### config.mk
export PLATFORM = sky130hd
export DESIGN_NAME = hrs_host_resp
export DESIGN_NICKNAME = d
export VERILOG_FILES = /design/src/logic/hrs_pkg.sv /design/src/logic/hrs_host_resp.sv
export SDC_FILE = /design/constraint.sdc
export NUM_CORES = 1
export LEC_CHECK = 0
export ABC_AREA = 0
export BUFFER_PORTS_ARGS = -buffer_cell sky130_fd_sc_hd__buf_4
export CORE_MARGIN = 3
export CORE_UTILIZATION = 45
export DETAILED_ROUTE_END_ITERATION = 10
export GPL_ROUTABILITY_DRIVEN = 1
export PLACE_DENSITY_LB_ADDON = 0.25
export SLEW_MARGIN = 20
export SYNTH_ARGS = -nofsm -noshare
export SYNTH_HDL_FRONTEND = slang
export SYNTH_SLANG_ARGS = --single-unit
### constraint.sdc
create_clock -name ref_clk -period 3.9 [get_ports ref_clk]
set_input_delay 0.585 -clock ref_clk [delete_from_list [all_inputs] [get_ports ref_clk]]
set_output_delay 0.585 -clock ref_clk [all_outputs]
set_load 0.03 [all_outputs]
### src/logic/hrs_pkg.sv
// Purpose: constants and types for the host response and special cycle logic
// Assumes: logical values below are asserted-high; pins are active low
// Notes:
// Functional notes
// - complete transactions strictly in arrival order
// - retry response code is 001
// - retry only hub accesses, locked dram reads
// - defer code 010 for eligible hub/graphics cycles
// - no-data 101 for writes, zero-length reads
// - implicit writeback 110 on modified snoop hit
// - normal data 111 for reads
// - special cycle is 01000 then xx001
// - ignore first address; type from second
// - type 00 is a side-effect-free no-op
// - shutdown: hub cycle, then retry
// - flush: claim and retry
// - halt: hub cycle, then retry
// - sync: claim and retry
// - flush acknowledge: claim and complete
// - stop grant: hub cycle, then complete
// - smi ack with flag enters management mode
// - smi ack never goes to hub
// - smi ack without flag closes space
package hrs_pkg;
    // response-status codes, asserted sense
    localparam logic [2:0] RSP_IDLE   = 3'h0;
    localparam logic [2:0] RSP_RETRY  = 3'h1;
    localparam logic [2:0] RSP_DEFER  = 3'h2;
    localparam logic [2:0] RSP_NODATA = 3'h5;
    localparam logic [2:0] RSP_IWB    = 3'h6;
    localparam logic [2:0] RSP_DATA   = 3'h7;
    // request-type encodings, first phase
    localparam logic [4:0] REQA_SPECIAL = 5'h08;
    localparam logic [4:0] REQA_MRDINV  = 5'h02;
    localparam logic [4:0] REQA_MCODE   = 5'h04;
    localparam logic [4:0] REQA_MDATA   = 5'h06;
    localparam logic [4:0] REQA_MWR_NR  = 5'h05;
    localparam logic [4:0] REQA_MWR     = 5'h07;
    localparam logic [4:0] REQA_IORD    = 5'h10;
    localparam logic [4:0] REQA_IOWR    = 5'h11;
    // second phase low bits: special vs interrupt acknowledge
    localparam logic [2:0] REQB_SPEC_LO = 3'h1;
    localparam logic [4:0] REQB_INTACK  = 5'h00;
    // special cycle types
    localparam logic [7:0] SC_NOP      = 8'h00;
    localparam logic [7:0] SC_SHUTDOWN = 8'h01;
    localparam logic [7:0] SC_FLUSH    = 8'h02;
    localparam logic [7:0] SC_HALT     = 8'h03;
    localparam logic [7:0] SC_SYNC     = 8'h04;
    localparam logic [7:0] SC_FLUSHACK = 8'h05;
    localparam logic [7:0] SC_STOPGNT  = 8'h06;
    localparam logic [7:0] SC_SMIACK   = 8'h07;
    localparam int IOQ_DEPTH_DEF = 4;

    typedef enum logic [1:0] {HUB_NONE, HUB_SHUTDOWN, HUB_HALT, HUB_STOPGNT} hrs_hub_e;
    typedef enum logic {ST_IDLE, ST_HUB_WAIT} hrs_state_e;

    // processor request, pin sense (active low except valid, which is active high)
    typedef struct packed {
        logic        valid;
        logic [4:0]  req_type_phase_one_n;
        logic [4:0]  req_type_phase_two_n;
        logic [32:0] addr_phase_one_n;
        logic [7:0]  addr_phase_two_type_n;
        logic        sysmgmt_space_flag_n;
    } hrs_req_s;

    // attributes from address decode and snoop, asserted high
    typedef struct packed {
        logic to_hub;
        logic to_gfx;
        logic locked;
        logic zero_len;
        logic snoop_hitm;
        logic blocked;
        logic defer_en;
    } hrs_attr_s;

    // one in-order queue entry
    typedef struct packed {
        hrs_hub_e   hub_op;
        logic [2:0] code;
    } hrs_ent_s;
endpackage

### src/logic/hrs_host_resp.sv
// Purpose: host-bus response encoding and special cycle handling
// Assumes: request decode, snoop and address routing arrive with the request
// Notes: responses leave in request order through a small in-order queue
`timescale 1ns/1ps
`default_nettype none
module hrs_host_resp
    import hrs_pkg::*;
#(
    parameter int IOQ_DEPTH = IOQ_DEPTH_DEF
) (
    // clock and reset
    input  wire logic     ref_clk,
    input  wire logic     resetn,
    // processor request
    input  wire hrs_req_s req,
    input  wire hrs_attr_s attr,
    // hub link special cycle completion
    input  wire logic     hub_done,
    input  wire logic     hub_master_abort,
    // response phase
    output logic          resp_status_bit2_n,
    output logic          resp_status_bit1_n,
    output logic          resp_status_bit0_n,
    output logic          resp_valid,
    output logic          ioq_full,
    // hub link special cycle request
    output logic          hub_sc_valid,
    output hrs_hub_e      hub_sc_type,
    // special cycle and management status
    output logic          sc_claimed,
    output logic          system_management_mode,
    output logic          smm_space_access
);
    localparam int PTR_W = (IOQ_DEPTH > 1) ? $clog2(IOQ_DEPTH) : 1;
    localparam int CNT_W = PTR_W + 1;
    localparam logic [PTR_W-1:0] PTR_LAST = PTR_W'(IOQ_DEPTH - 1);
    localparam logic [CNT_W-1:0] CNT_FULL = CNT_W'(IOQ_DEPTH);
    localparam logic [CNT_W-1:0] CNT_ONE  = CNT_W'(1);
    localparam logic [PTR_W-1:0] PTR_ONE  = PTR_W'(1);

    // pointer advance with wrap at any depth
    function automatic logic [PTR_W-1:0] ptr_inc(input logic [PTR_W-1:0] p);
        ptr_inc = (p == PTR_LAST) ? '0 : p + PTR_ONE;
    endfunction

    // logical code to pin levels; the pins are active low
    function automatic logic [2:0] code_to_pins(input logic [2:0] c);
        code_to_pins = ~c;
    endfunction

    // special cycle action by type
    function automatic hrs_ent_s special_entry(input logic [7:0] t);
        hrs_ent_s e;
        e.hub_op = HUB_NONE;
        e.code   = RSP_NODATA;
        unique case (t)
            SC_NOP: e.code = RSP_NODATA;
            SC_SHUTDOWN: begin
                e.hub_op = HUB_SHUTDOWN;
                e.code   = RSP_RETRY;
            end
            SC_FLUSH: e.code = RSP_RETRY;
            SC_HALT: begin
                e.hub_op = HUB_HALT;
                e.code   = RSP_RETRY;
            end
            SC_SYNC: e.code = RSP_RETRY;
            SC_FLUSHACK: e.code = RSP_NODATA;
            SC_STOPGNT: begin
                e.hub_op = HUB_STOPGNT;
                e.code   = RSP_NODATA;
            end
            SC_SMIACK: e.code = RSP_NODATA;
            default: e.code = RSP_NODATA;
        endcase
        return e;
    endfunction

    // response code for an ordinary transaction
    function automatic logic [2:0] normal_code(input logic [4:0] ra,
                                               input logic [4:0] rb,
                                               input hrs_attr_s a);
        logic mrd;
        logic mwr;
        logic iord;
        logic iowr;
        logic iack;
        logic rd;
        logic wr;
        logic can_retry;
        logic can_defer;
        mrd  = (ra == REQA_MRDINV) || (ra == REQA_MCODE) || (ra == REQA_MDATA);
        mwr  = (ra == REQA_MWR_NR) || (ra == REQA_MWR);
        iord = (ra == REQA_IORD);
        iowr = (ra == REQA_IOWR);
        iack = (ra == REQA_SPECIAL) && (rb == REQB_INTACK);
        rd   = mrd || iord || iack;
        wr   = mwr || iowr;
        // hub reads and writes, locked dram reads
        can_retry = (a.to_hub && (rd || wr)) ||
                    (!a.to_hub && !a.to_gfx && a.locked && mrd);
        // hub reads and io writes, graphics likewise
        can_defer = (a.to_hub && (rd || iowr)) ||
                    (a.to_gfx && (mrd || iord || iowr));
        // modified snoop hit wins over everything
        if (a.snoop_hitm)
            return RSP_IWB;
        // retry to dodge deadlock on a blocked resource
        if (a.blocked && can_retry)
            return RSP_RETRY;
        if (a.defer_en && can_defer)
            return RSP_DEFER;
        // writes and zero-length reads carry no data
        if (!rd || a.zero_len)
            return RSP_NODATA;
        // reads return data with the response
        return RSP_DATA;
    endfunction

    // asserted-sense views of the request pins
    logic [4:0] req_a;
    logic [4:0] req_b;
    logic [7:0] sc_type;
    logic       smm_flag;
    logic       is_special;
    logic       push;
    logic       pop;
    hrs_ent_s   new_ent;
    hrs_ent_s   head;
    logic [2:0] head_pins;
    logic [2:0] idle_pins;

    // first address phase never looked at
    assign req_a    = ~req.req_type_phase_one_n;
    assign req_b    = ~req.req_type_phase_two_n;
    assign sc_type  = ~req.addr_phase_two_type_n;
    assign smm_flag = ~req.sysmgmt_space_flag_n;
    assign is_special = (req_a == REQA_SPECIAL) && (req_b[2:0] == REQB_SPEC_LO);

    // in-order queue storage and pointers
    hrs_ent_s         ent_q [IOQ_DEPTH];
    logic [PTR_W-1:0] wr_ptr_r;
    logic [PTR_W-1:0] rd_ptr_r;
    logic [CNT_W-1:0] cnt_r;
    hrs_state_e       state_r;

    assign head = ent_q[rd_ptr_r];
    // pin levels for the head entry and for the idle bus
    assign head_pins = code_to_pins(head.code);
    assign idle_pins = code_to_pins(RSP_IDLE);
    // a full queue drops the request; the bus limits outstanding requests
    // limitation: a dropped request never gets a response phase
    assign push = req.valid && (cnt_r != CNT_FULL);

    // entry for the incoming request
    // special cycles ignore the attributes, so routing cannot alter them
    always_comb begin
        if (is_special) begin
            new_ent = special_entry(sc_type);
        end else begin
            new_ent.hub_op = HUB_NONE;
            new_ent.code   = normal_code(req_a, req_b, attr);
        end
    end

    // pop when the head has its answer ready
    always_comb begin
        pop = 1'b0;
        unique case (state_r)
            ST_IDLE:     pop = (cnt_r != '0) && (head.hub_op == HUB_NONE);
            ST_HUB_WAIT: pop = hub_done;
        endcase
    end

    always_ff @(posedge ref_clk) begin
        if (push)
            ent_q[wr_ptr_r] <= new_ent;
    end

    // single head, read in arrival order
    always_ff @(posedge ref_clk or negedge resetn) begin
        if (!resetn) begin
            wr_ptr_r <= '0;
            rd_ptr_r <= '0;
            cnt_r    <= '0;
        end else begin
            if (push)
                wr_ptr_r <= ptr_inc(wr_ptr_r);
            if (pop)
                rd_ptr_r <= ptr_inc(rd_ptr_r);
            if (push && !pop)
                cnt_r <= cnt_r + CNT_ONE;
            else if (pop && !push)
                cnt_r <= cnt_r - CNT_ONE;
        end
    end

    // full flag registered from the next count
    always_ff @(posedge ref_clk or negedge resetn) begin
        if (!resetn)
            ioq_full <= 1'b0;
        else if (push && !pop)
            ioq_full <= (cnt_r + CNT_ONE) == CNT_FULL;
        else if (pop && !push)
            ioq_full <= 1'b0;
    end

    // hub special cycle held until the link ends it
    always_ff @(posedge ref_clk or negedge resetn) begin
        if (!resetn) begin
            state_r      <= ST_IDLE;
            hub_sc_valid <= 1'b0;
            hub_sc_type  <= HUB_NONE;
        end else begin
            unique case (state_r)
                ST_IDLE: begin
                    // later entries wait behind the head, so none overtakes it
                    if (cnt_r != '0 && head.hub_op != HUB_NONE) begin
                        state_r      <= ST_HUB_WAIT;
                        hub_sc_valid <= 1'b1;
                        hub_sc_type  <= head.hub_op;
                    end
                end
                ST_HUB_WAIT: begin
                    // master abort is the normal end; any end releases it
                    if (hub_done) begin
                        state_r      <= ST_IDLE;
                        hub_sc_valid <= 1'b0;
                        hub_sc_type  <= HUB_NONE;
                    end
                end
            endcase
        end
    end

    // response phase drive, pins inverted from the code
    always_ff @(posedge ref_clk or negedge resetn) begin
        if (!resetn) begin
            resp_valid         <= 1'b0;
            resp_status_bit2_n <= 1'b1;
            resp_status_bit1_n <= 1'b1;
            resp_status_bit0_n <= 1'b1;
        end else if (pop) begin
            // one cycle per response; pins go back to idle unless another response follows
            resp_valid         <= 1'b1;
            resp_status_bit2_n <= head_pins[2];
            resp_status_bit1_n <= head_pins[1];
            resp_status_bit0_n <= head_pins[0];
        end else begin
            // idle between responses, only legal codes queued
            resp_valid         <= 1'b0;
            resp_status_bit2_n <= idle_pins[2];
            resp_status_bit1_n <= idle_pins[1];
            resp_status_bit0_n <= idle_pins[0];
        end
    end

    // claim pulse for every accepted special cycle
    always_ff @(posedge ref_clk or negedge resetn) begin
        if (!resetn)
            sc_claimed <= 1'b0;
        else
            sc_claimed <= push && is_special;
    end

    // management mode opened and closed by smi acknowledge
    // takes effect at the take edge, not at the response
    always_ff @(posedge ref_clk or negedge resetn) begin
        if (!resetn) begin
            system_management_mode <= 1'b0;
        end else if (push && is_special && sc_type == SC_SMIACK) begin
            system_management_mode <= smm_flag;
        end
    end

    // management-space tag on later flagged accesses
    always_ff @(posedge ref_clk or negedge resetn) begin
        if (!resetn)
            smm_space_access <= 1'b0;
        else
            // flagged access while the space is open
            smm_space_access <= push && !is_special && smm_flag && system_management_mode;
    end

    // hub_master_abort is not needed to end the cycle: any hub end
    // releases the head, so a faulty link end can never wedge the queue
    logic unused_abort;
    assign unused_abort = hub_master_abort;
endmodule
`default_nettype wire

Word-level counts from Yosys, hierarchy flattened --
Memory sizes are Yosys's and may differ from the RTL's. Cells that the tools add are included.
Storage, ports and cells: flip-flop bits (word level) 19, RAM bits 20, input port bits 64, output and inout port bits 11, word-level logic and storage cells 138, memories kept 1
Memories:
- ent_q | depth 4, width 5, read ports 1, clocked after memory_dff 0, write ports 1, RTL line hrs_host_resp.sv:141 | hrs_ent_s ent_q [IOQ_DEPTH];
Operators by class: add/subtract/negate cells 4, equal/unequal tests 21, mux-type cells 47, bitwise gates (word level) 6, reduce and logical (&&, ||, !) cells 45
Operator list (count):
- $mux W3 | 11
- $mux W1 | 26
- $eq A8 B3 Y1 const B | 3
- $eq A5 B3 Y1 const B | 4
- $logic_and A1 B1 Y1 | 20
- $eq A8 B2 Y1 const B | 2
- $logic_or A1 B1 Y1 | 12
- $eq A5 B5 Y1 const B | 2
- $not A5 Y5 | 2
- $eq A8 B1 Y1 const B | 1
- $mux W2 | 4
- $not A8 Y8 | 1
- $logic_not A1 Y1 | 6
- $pmux W1 S2 | 3
- $pmux W2 S3 | 1
- $eq A5 B2 Y1 const B | 1
- $eq A5 B4 Y1 const B | 1
- $logic_not A5 Y1 | 1
- $mux W5 | 1
- $add A2 B1 Y2 const B | 2
- $eq A2 B2 Y1 const B | 2
- $ne A2 B2 Y1 const B | 2
- $pmux W2 S2 | 1
- $reduce_bool A2 Y1 | 2
- other kinds (11) | 12

Logic depth before layout (Yosys ltp) --
Gate-level depths: netlist of run 1.
depth after elaboration 25, mapped depth 11, mapped depth without buffers 9

Worst setup path before layout of run 1 --
OpenSTA, ideal clock, no wires.
path type register to register, start point register rd_ptr_r[1], end point register cnt_r[2], setup time 80 ps, arrival 1953 ps, data required time 3820 ps, setup slack 1867 ps, cell stages (with the launch flop) 10, path buffers 2, clock period less this slack 2033 ps, cells stage by stage dfrtp_1 buf_2 mux2_2 o21ai_1 a22o_1 buf_2 inv_1 ha_1 nor2_1 xnor2_1
On the way: word-level cells in the longest chain between the ends 7, elaborated cells between the ends (all ways) 9, classes of those cells 2 x mux; 6 x reduce/logical; 1 x memory
Ends and longest elaborated chain:
- from (decl) | RTL line hrs_host_resp.sv:143 | logic [PTR_W-1:0] rd_ptr_r;
- from (signal assigned) | RTL line hrs_host_resp.sv:190 | rd_ptr_r <= ptr_inc(rd_ptr_r);
- $mem_v2 Z4 W5 (*)
- $logic_not A2 Y1 (*) | RTL line hrs_host_resp.sv:170 | ST_IDLE: pop = (cnt_r != '0) && (head.hub_op == HUB_NONE);
- $logic_and A1 B1 Y1 (*) | RTL line hrs_host_resp.sv:170
- $pmux W1 S2 (*) | RTL line hrs_host_resp.sv:169 | unique case (state_r)
- via pop | RTL line hrs_host_resp.sv:127 | logic pop;
- $logic_not A1 Y1 | RTL line hrs_host_resp.sv:191 | if (push && !pop)
- $logic_and A1 B1 Y1 | RTL line hrs_host_resp.sv:191
- $mux W3 / $reduce_bool A2 Y1 (equally long branches)
- to (signal assigned) | RTL line hrs_host_resp.sv:192 | cnt_r <= cnt_r + CNT_ONE;
- to (signal assigned) | RTL line hrs_host_resp.sv:194 | cnt_r <= cnt_r - CNT_ONE;
- to (decl) | RTL line hrs_host_resp.sv:144 | logic [CNT_W-1:0] cnt_r;
Mark *: on every way through the listed nets, which the timed path passes. The rest lies on a longest branch. A chain may end at the register's enable or synchronous reset.

Final worst setup path of run 1 --
start point register rd_ptr_r[1], end point register cnt_r[2]
On the way: word-level cells in the longest chain between the ends 7, elaborated cells between the ends (all ways) 9, classes of those cells 2 x mux; 6 x reduce/logical; 1 x memory
Ends and longest elaborated chain (RTL line):
- $mem_v2 Z4 W5 (*)
- $logic_not A2 Y1 (*) | hrs_host_resp.sv:170
- $logic_and A1 B1 Y1 (*) | hrs_host_resp.sv:170
- $pmux W1 S2 (*) | hrs_host_resp.sv:169
- $logic_not A1 Y1 | hrs_host_resp.sv:191
- $logic_and A1 B1 Y1 | hrs_host_resp.sv:191
- $mux W3 / $reduce_bool A2 Y1 (equally long branches)
Every way passes the cells marked *; elsewhere a longest branch is shown, timed or not.

==> run_results.csv, run 1 <==
group,metric,value,unit
grt,grt_pass1_wl,6040,microns
grt,grt-ovfl-total,0,
pwr,vdd_drop_max,0.310,mV
timing,rsz0062_at_grt,"false",
clock_network,root_buffer,"clkbuf_8",
route,drt-vias-per-instance,5.46,
timing,slew_violations,0,
clock_network,cts_buffer_depth,2,
flow_run,drv_cap,0,
die,die_w,71.8,microns
critical_path,critPathKind,"flop to flop",
critical_path,cp-start-kind,"flop",
die,core_area,4090,sq um
logic_synthesis,synth_top_flop_cell,"edfxtp_1",
logic_synthesis,yosys.cell_types.count,46,
die,rows,23,
pwr,leakagePower,0.00102,uW
timing,fin_setup_tns,0,ns
timing,worst_pin_slew,0.516,ns
logic_synthesis,async_reset_ff_frac,0.487,
run_status,status,"completed",
grt,gr-usage-met2,0.240,
grt,gr-max-usage-layer,"met2",
grt,grt_pass1_vias,1331,
logic_synthesis,ys_seq_area_frac,0.554,
finish,layout-drive-gt1-share,0.319,
logic_synthesis,yosysWarnings,0,
clock_network,cts_hold_buf,0,
clock_network,ctsResizeCount,0,
critical_path,endpoint_kind,"flop",
clock_network,clock-sinks,39,
clock_network,htreeDepth,2,
route,first_pass_iters,4,
critical_path,max_stage_delay,0.58,ns
die,die_area,5150,sq um
logic_synthesis,synth.net_count,233,
timing,setup_violations,0,
critical_path,crit_slowest_cell,"dfrtp_1",
critical_path,critical-path-top-delay-family,"flip-flops",
finish,antenna_cells,0,
critical_path,worstPathRequired,4.11,ns
route,totalWireLength,3600,microns
route,wl_per_cell,14.2,microns
placement,numPortBuffers,40,
route,vias,1388,
grt,grt_use_met3,0.0351,
timing,period_needed,2.40,ns
clock_network,numCtsBuffers,5,
die,io_pins,75,
finish,fin_util,0.583,
placement,gp_congestion,0.824,
timing,finalCritPeriodShare,0.615,
placement,hpwl,2870,microns
grt,grt_usage,0.148,
logic_synthesis,synth_edf_count,20,
critical_path,crit_buf_inv,1,
grt,grt_max_degree,20,
clock_network,worstSkewPairLatency,0.29,ns
critical_path,worstPathMaxFanout,10,
clock_network,cts_tree,"yes",
timing,hold_viol_final,0,
clock_network,clk_pin_slew,0.08,ns
route,final_antenna_net_count,0,
route,route.detailed.drc,0,
pwr,powerDensity,643,nW/um^2
timing,finClkSkew,0.00876,ns
route,drt_iter0_markers,94,
timing,max_freq,417,MHz
clock_network,post_cts_buffers,0,
logic_synthesis,synth-seq-cells,39,
timing,relSlewSlack,0.652,
grt,met1_usage,0.200,
finish,area_growth_syn_to_layout,22.3,%
grt,grt_antenna_before_repair,0,
critical_path,path_cells,"mux2_2, o21ai_1, a22o_1, inv_1, ha_1, nor2_1, xnor2_1",
die,start_util,0.477,
critical_path,worstPathArrival,2.61,ns
logic_synthesis,syn_area_per_cell,12.3,sq um
min_path,hp-class,"primary input to asynchronous set/reset pin",
logic_synthesis,syn-cell-area,1950,sq um
finish,nNetsFinal,277,
die,die_h,71.8,microns
logic_synthesis,syn_inst,159,
power by group:
group / switching, uW / leakage (uW) / internal, uW
combinational: 323 / 0.000575 / 270
sequential: 96.4 / 0.000402 / 575
clock: 141 / 0.0000412 / 125
total: 560 / 0.00102 / 971
cell families (layout without fill, tap and decap cells):
kind of cell	Yosys count	count (layout)	share of synthesized area
buf+inv	14	59	0.0283
fa+ha+maj	10	10	0.0642
xor+xnor	7	7	0.0315
flops	39	39	0.554
mux	11	11	0.0777
compound gates	22	22	0.0758
simple gates	56	56	0.168
layout by cell type, fill, tap and decap left out, types with 2 or more instances in the layout:
cell      count
buf_4        40
nor2_1        4
dfstp_2       3
mux2i_1       5
nand3_1       5
mux4_2        3
nand3b_1      2
o21ai_0       7
edfxtp_1     20
nor3_1        4
clkbuf_8      5
mux2_2        3
a21o_1        2
xnor2_1       4
ha_1         10
nand4_1       2
xor2_1        3
inv_1        11
dfrtp_1      16
or3_1         2
nand2_1      19
a21oi_1       3
and3_1        5
sequential cells by signal, indices dropped and copies added, names as in the netlist:
| name | flops |
|---|---|
| wr_ptr_r | 2 |
| hub_sc_valid | 1 |
| ent_q | 20 |
| rd_ptr_r | 2 |
| cnt_r | 3 |
| resp_valid | 1 |
| sc_claimed | 1 |
| system_management_mode | 1 |
| resp_status_bit0_n | 1 |
| ioq_full | 1 |
| hub_sc_type | 2 |
| state_r | 1 |
| smm_space_access | 1 |
| resp_status_bit1_n | 1 |
| resp_status_bit2_n | 1 |
path summary, 6_finish.rpt:
check | start | endpoint | slack, ns | cells after the start
worst min register to register | ioq_full$_DFFE_PN0P_ | ioq_full$_DFFE_PN0P_ | 0.50 | 2
worst max-delay path | rd_ptr_r[1]$_DFFE_PN0P_ | cnt_r[2]$_DFFE_PN0P_ | 1.50 | 7
min in group ref_clk | req[0] | smm_space_access$_DFF_PN0_ | 0.47 | 2
worst min-delay path | resetn | hub_sc_type[1]$_DFFE_PN0P_ | 0.15 | 1
max in group asynchronous | resetn | resp_status_bit0_n$_DFF_PN1_ | 3.48 | 1
worst max register to register | rd_ptr_r[1]$_DFFE_PN0P_ | cnt_r[2]$_DFFE_PN0P_ | 1.50 | 7
layer usage:
layer	vias to the layer above	wire length, microns
met3	3	215
met2	43	1730
met1	674	1640
met5	-	0
li1	668	-
met4	0	27
Yosys cell counts, types with 2 or more instances:
| library cell | instances | share of area |
|---|---|---|
| edfxtp_1 | 20 | 0.31 |
| nand2_1 | 19 | 0.037 |
| dfrtp_1 | 16 | 0.21 |
| inv_1 | 11 | 0.021 |
| ha_1 | 10 | 0.064 |
| o21ai_0 | 7 | 0.018 |
| and3_1 | 5 | 0.016 |
| mux2i_1 | 5 | 0.026 |
| nand3_1 | 5 | 0.013 |
| nor2_1 | 4 | 0.0077 |
| nor3_1 | 4 | 0.010 |
| xnor2_1 | 4 | 0.018 |
| a21oi_1 | 3 | 0.0077 |
| dfstp_2 | 3 | 0.040 |
| mux2_2 | 3 | 0.017 |
| mux4_2 | 3 | 0.035 |
| xor2_1 | 3 | 0.013 |
| a21o_1 | 2 | 0.0077 |
| buf_2 | 2 | 0.0051 |
| nand3b_1 | 2 | 0.0077 |
| nand4_1 | 2 | 0.0064 |
| or3_1 | 2 | 0.0064 |
worst register-to-register path: cells and delay by family, from the launching register on:
family	cells	cell delay [ns]
compound gates	2	0.57
xor+xnor	1	0.13
fa+ha+maj	1	0.36
buf+inv	1	0.10
flops	1	0.58
mux	1	0.40
simple gates	1	0.17
stage by stage:
step	instance area [sq um]	worst slack, ns	power (uW)	hold slack (ns)	std cells
after floorplan	1950	1.87	1100	0.289	159
after global placement	2300	1.60	1240	0.465	246
after detailed placement	2300	1.53	1280	0.478	246
after CTS	2380	1.50	1540	0.165	254
after global routing	2380	1.35	1640	0.167	254
final	2380	1.50	1530	0.154	254
cell type report:
class / instances / area [sq um]
fillers: 343 / 1700
flip-flops and latches: 39 / 1080
multi-input cells: 106 / 813
repair buffers: 40 / 300
clock buffers: 6 / 72.6
well taps: 50 / 62.6
inverters: 11 / 41.3
clock inverters: 2 / 12.5
No activity file was read; power rests on OpenSTA's default activity.
==> inputs of run 2 (changes only) <==
==> constraint.sdc (replaced) <==
create_clock -name ref_clk -period 2.3 [get_ports ref_clk]
set_input_delay 0.345 -clock ref_clk [delete_from_list [all_inputs] [get_ports ref_clk]]
set_output_delay 0.345 -clock ref_clk [all_outputs]
set_load 0.03 [all_outputs]
==> run 2 against run 1 <==
Compared with the run above: clock power increased by 76%; largest power group unchanged; clock-buffer cell count is the same; worst setup slack worse by 1.2 ns; critical path type unchanged; sequential share of layout area shrank 0.61 points; worst hold slack improved by 0.081 ns; fmax is 18% higher; non-clock buffer count up 3; register-to-register slack worse by 1.2 ns; sequential power up 68%; first-iteration DRC count decreased by 33%; sequential cell count unchanged; combinational power up 77%.
==> run_results.csv, run 2 (same netlist as run 1, synthesis figures left out) <==
group,metric,value,unit
route,first_pass_iters,5,
finish,nFillCells,330,
timing,worst_pin_slew,0.457,ns
placement,dp_cells,248,
timing,relSlewSlack,0.693,
die,start_util,0.477,
route,drt-vias-per-instance,5.38,
finish,final_common_cell,"buf_4",
finish,fin_area,2420,sq um
critical_path,worstPathRequired,2.51,ns
clock_network,numCtsBuffers,5,
finish,layout-drive-gt1-share,0.329,
pwr,vdd_drop_max,0.548,mV
finish,final_cell_mix,"buf_4 (42), edfxtp_1 (20), nand2_1 (19), dfrtp_1 (15), inv_1 (11)",
finish,top_register,"ent_q",
critical_path,startpoint,"rd_ptr_r[1]$_DFFE_PN0P_",
die,die_w,71.8,microns
timing,fin_setup_tns,0,ns
critical_path,critPathKind,"flop to flop",
run_status,status,"completed",
finish,antenna_cells,0,
critical_path,worstPathMaxFanout,10,
critical_path,cp-start-kind,"flop",
die,rows,23,
grt,grt_max_degree,20,
clock_network,root_buffer,"clkbuf_8",
flow_run,drv_cap,0,
clock_network,worstSkewPairLatency,0.29,ns
finish,nNetsFinal,280,
finish,largest_reg_flops,20,
placement,numPortBuffers,40,
grt,grt_antenna_before_repair,0,
clock_network,post_cts_buffers,0,
timing,layout_setup_ws,0.263,ns
route,totalWireLength,3690,microns
timing,setup_violations,0,
timing,finClkSkew,0.00823,ns
die,die_h,71.8,microns
timing,max_freq,491,MHz
placement,placed_area,2310,sq um
grt,grt_pass1_wl,6290,microns
critical_path,r2r_start,"rd_ptr_r[1]$_DFFE_PN0P_",
placement,dpl_worst_slack,0.175,ns
route,final_antenna_net_count,0,
grt,grt_usage,0.155,
clock_network,clock-sinks,39,
clock_network,htreeDepth,2,
placement,gp_congestion,0.824,
die,core_area,4090,sq um
min_path,hold_start,"req[0]",
critical_path,endpoint_kind,"flop",
timing,finalCritPeriodShare,0.886,
die,io_pins,75,
pwr,powerDensity,1090,nW/um^2
route,wl_per_cell,14.4,microns
timing,rsz0062_at_grt,"false",
clock_network,clk_pin_slew,0.08,ns
route,route.detailed.drc,0,
pwr,leakagePower,0.00103,uW
finish,area_growth_syn_to_layout,24.1,%
timing,period_needed,2.04,ns
grt,grt_pass1_vias,1455,
timing,hold_viol_final,0,
timing,slew_violations,0,
finish,reg_top3,"ent_q: 20 flops, cnt_r: 3 flops",
grt,grt-ovfl-total,0,
route,drt_iter0_markers,63,
clock_network,cts_buffer_depth,2,
min_path,hp-class,"primary input to flop",
critical_path,worstPathArrival,2.25,ns
finish,final_cell_count_no_fill,257,
clock_network,cts_tree,"yes",
route,vias,1382,
die,die_area,5150,sq um
placement,hpwl,2990,microns
run 2: power by group:
part	internal (uW)	leakage [uW]	switching [uW]
logic	480	0.000589	573
registers	978	0.000401	148
clock network	239	0.0000449	228
total	1700	0.00103	949
run 2: final cells by class:
cell class	instances	area, sq um	share of cell area
sequential	39	1080	0.447
multi-input combinational	106	813	0.336
timing repair buffer	43	325	0.135
clock buffer	6	82.6	0.0342
tap	50	62.6	0.0259
inverter	11	41.3	0.0171
clock inverter	2	11.3	0.00466
run 2: critical path, cell delays in order, from the launching register on:
cell     delay, ns
dfrtp_2       0.49
mux2_2        0.38
o21ai_1       0.22
a22o_1        0.21
inv_1         0.05
ha_1          0.35
nor2_1        0.15
xnor2_1       0.12
run 2: per-layer routing:
layer / share of wire / track usage / vias up / wire length (microns)
met2: 0.50 / 0.272 / 61 / 1850
met3: 0.063 / 0.0365 / 5 / 232
met4: 0.0087 / 0.0480 / 0 / 32
met1: 0.43 / 0.187 / 642 / 1570
met5: 0 / 0 / - / 0
li1: - / - / 674 / -
run 2: timing repair:
item                       CTS  global route
setup endpoints to repair    0             1
hold endpoints to repair    16             0
hold buffers                 1             0
resized for setup            0             1
run 2: through the flow:
step / hold slack, ns / power, uW / utilization
2_1_floorplan: 0.0494 / 1860 / -
3_3_place_gp: 0.224 / 2130 / 0.566
3_5_place_dp: 0.231 / 2200 / 0.566
4_1_cts: 0.234 / 2670 / 0.591
5_1_grt: 0.234 / 2830 / 0.592
6_report: 0.235 / 2650 / 0.592
run 2: final timing paths:
kind	end	slack, ns	depth (start not counted)
max in group asynchronous	resp_status_bit2_n$_DFF_PN1_	1.58	2
min in group asynchronous	cnt_r[2]$_DFFE_PN0P_	0.46	2
setup reg to reg	cnt_r[2]$_DFFE_PN0P_	0.26	7
hold / removal	smm_space_access$_DFF_PN0_	0.23	2
hold reg to reg	ioq_full$_DFFE_PN0P_	0.50	2
setup / recovery	cnt_r[2]$_DFFE_PN0P_	0.26	7
==> inputs of run 3 (changes only) <==
--- a/config.mk
+++ b/config.mk
@@ -6,8 +6,7 @@
 export NUM_CORES = 1
 export LEC_CHECK = 0
 export ABC_AREA = 0
-export BUFFER_PORTS_ARGS = -buffer_cell sky130_fd_sc_hd__buf_4
-export CORE_MARGIN = 3
+export BUFFER_PORTS_ARGS = -buffer_cell sky130_fd_sc_hd__buf_2
 export CORE_UTILIZATION = 45
 export DETAILED_ROUTE_END_ITERATION = 10
 export GPL_ROUTABILITY_DRIVEN = 1
==> run 3 against run 2 <==
Compared with the run above: worst setup slack got worse by 0.034 ns; via count increased by 0.94%; worst hold slack got worse by 0.0074 ns; power grew 1.2%; non-clock buffer count did not move; largest power group unchanged; highest routed layer unchanged; global-route usage increased by 2.3 points; clock-buffer cell count decreased by 1; cell count unchanged.
==> run_results.csv, run 3 (same netlist as run 1, synthesis figures left out) <==
group,metric,value,unit
die,start_util,0.477,
grt,grt_pass1_wl,5900,microns
placement,numPortBuffers,40,
finish,layout-drive-gt1-share,0.333,
finish,largest_reg_flops,20,
clock_network,numCtsBuffers,5,
clock_network,clk_pin_slew,0.08,ns
route,wl_per_cell,14.1,microns
finish,top_register,"ent_q",
grt,grt_use_met3,0.0405,
min_path,hp-class,"primary input to flop",
timing,worst_pin_slew,0.471,ns
timing,slew_violations,0,
min_path,min_path_cells,2,
die,die_w,67.8,microns
critical_path,r2r_start,"rd_ptr_r[1]$_DFFE_PN0P_",
critical_path,cp-start-kind,"flop",
route,first_pass_iters,4,
timing,relSlewSlack,0.683,
grt,grt_max_degree,20,
finish,multi_input_area,813,sq um
clock_network,cts_buffer_depth,2,
die,rows,23,
route,drt-vias-per-instance,5.43,
finish,reg_top3,"ent_q: 20 flops, cnt_r: 3 flops",
finish,final_common_cell,"buf_2",
critical_path,rr_worst_depth,7,
die,core_area,4090,sq um
route,totalWireLength,3620,microns
finish,regArea,1080,sq um
route,final_antenna_net_count,0,
critical_path,worstPathArrival,2.30,ns
timing,period_needed,2.07,ns
min_path,holdPathEnd,"smm_space_access$_DFF_PN0_",
timing,fin_setup_tns,0,ns
run_status,status,"completed",
timing,max_freq,483,MHz
finish,area_growth_syn_to_layout,19.9,%
grt,grt-ovfl-total,0,
placement,hpwl,2920,microns
finish,antenna_cells,0,
critical_path,worstPathRequired,2.53,ns
grt,gr-usage-met2,0.321,
critical_path,endpoint_kind,"flop",
die,die_area,4600,sq um
clock_network,htreeDepth,2,
finish,nFillCells,349,
placement,gp_congestion,0.734,
grt,grt_antenna_before_repair,0,
clock_network,worstSkewPairLatency,0.30,ns
critical_path,crit_slowest_cell,"dfrtp_2",
clock_network,root_buffer,"clkbuf_8",
pwr,powerDensity,1150,nW/um^2
critical_path,critPathKind,"flop to flop",
grt,met1_usage,0.207,
min_path,hold_start,"req[0]",
finish,final_cell_mix,"buf_2 (40), edfxtp_1 (20), nand2_1 (19), dfrtp_1 (15), inv_1 (11)",
critical_path,path_cells,"mux2_2, o21ai_1, a22o_1, inv_1, ha_1, nor2_1, xnor2_1",
die,die_h,67.8,microns
die,io_pins,75,
pwr,leakagePower,0.00101,uW
critical_path,max_stage_delay,0.49,ns
clock_network,clock-sinks,39,
pwr,vdd_drop_max,0.631,mV
critical_path,reg2reg_setup_slack,0.23,ns
grt,grt_usage,0.178,
timing,whs,0.227,ns
clock_network,cts_tree,"yes",
route,drt_iter0_markers,55,
timing,setup_violations,0,
critical_path,worstPathMaxFanout,10,
timing,rsz0062_at_grt,"false",
route,vias,1395,
grt,gr-max-usage-layer,"met2",
critical_path,r2r-end,"cnt_r[2]$_DFFE_PN0P_",
timing,finClkSkew,0.0116,ns
timing,hold_viol_final,0,
timing,finalCritPeriodShare,0.901,
flow_run,drv_cap,0,
finish,nNetsFinal,280,
clock_network,post_cts_buffers,0,
grt,grt_pass1_vias,1347,
route,route.detailed.drc,0,
[run 3: how the worst max path moves through the flow]
stage                                  startpoint                   end  slack (ns)
after global routing      rd_ptr_r[1]$_DFFE_PN0P_  cnt_r[2]$_DFFE_PN0P_        0.08
after floorplan           rd_ptr_r[1]$_DFFE_PN0P_  cnt_r[2]$_DFFE_PN0P_        0.27
after detailed placement  rd_ptr_r[1]$_DFFE_PN0P_  cnt_r[2]$_DFFE_PN0P_        0.12
final                     rd_ptr_r[1]$_DFFE_PN0P_  cnt_r[2]$_DFFE_PN0P_        0.23
after global placement    rd_ptr_r[1]$_DFFE_PN0P_  cnt_r[2]$_DFFE_PN0P_        0.19
after CTS                 rd_ptr_r[1]$_DFFE_PN0P_  cnt_r[2]$_DFFE_PN0P_        0.11
[run 3: cell type report]
type / instances / area share
clock buffer: 5 / 0.0295
clock inverter: 3 / 0.0187
inverter: 11 / 0.0177
multi-input combinational: 106 / 0.348
sequential: 39 / 0.463
tap: 50 / 0.0268
timing repair buffer: 43 / 0.0964
[run 3: metrics by stage]
stage / cells / utilization / setup slack [ns] / power [uW] / area, sq um
finish: 257 / 0.572 / 0.229 / 2680 / 2340
global route: 257 / 0.572 / 0.0826 / 2870 / 2340
CTS: 257 / 0.571 / 0.113 / 2710 / 2330
detailed placement: 248 / 0.541 / 0.116 / 2140 / 2210
global placement: 248 / 0.541 / 0.188 / 2080 / 2210
floorplan: 159 / - / 0.267 / 1860 / 1950
[run 3: worst max-delay path, delay by kind of cell, from the launching register on]
kind / cells / cell delay, ns
flops: 1 / 0.49
fa+ha+maj: 1 / 0.35
compound gates: 2 / 0.45
mux: 1 / 0.37
xor+xnor: 1 / 0.12
buf+inv: 1 / 0.06
simple gates: 1 / 0.16
[run 3: per-layer routing]
| metal | vias up | part of all wire |
|---|---|---|
| met4 | 0 | 0.012 |
| met5 | - | 0 |
| met1 | 683 | 0.43 |
| met3 | 5 | 0.036 |
| li1 | 673 | - |
| met2 | 34 | 0.52 |
[run 3: where the power goes]
part           internal, uW  total (uW)  switching (uW)
registers               978        1120             140
logic                   428         993             565
clock network           323         568             245
total                  1730        2680             951
[run 3: what timing repair did]
item	CTS	global route
hold endpoints to repair	16	0
setup endpoints to repair	0	1
hold buffers	1	0
gates resized for setup	0	1
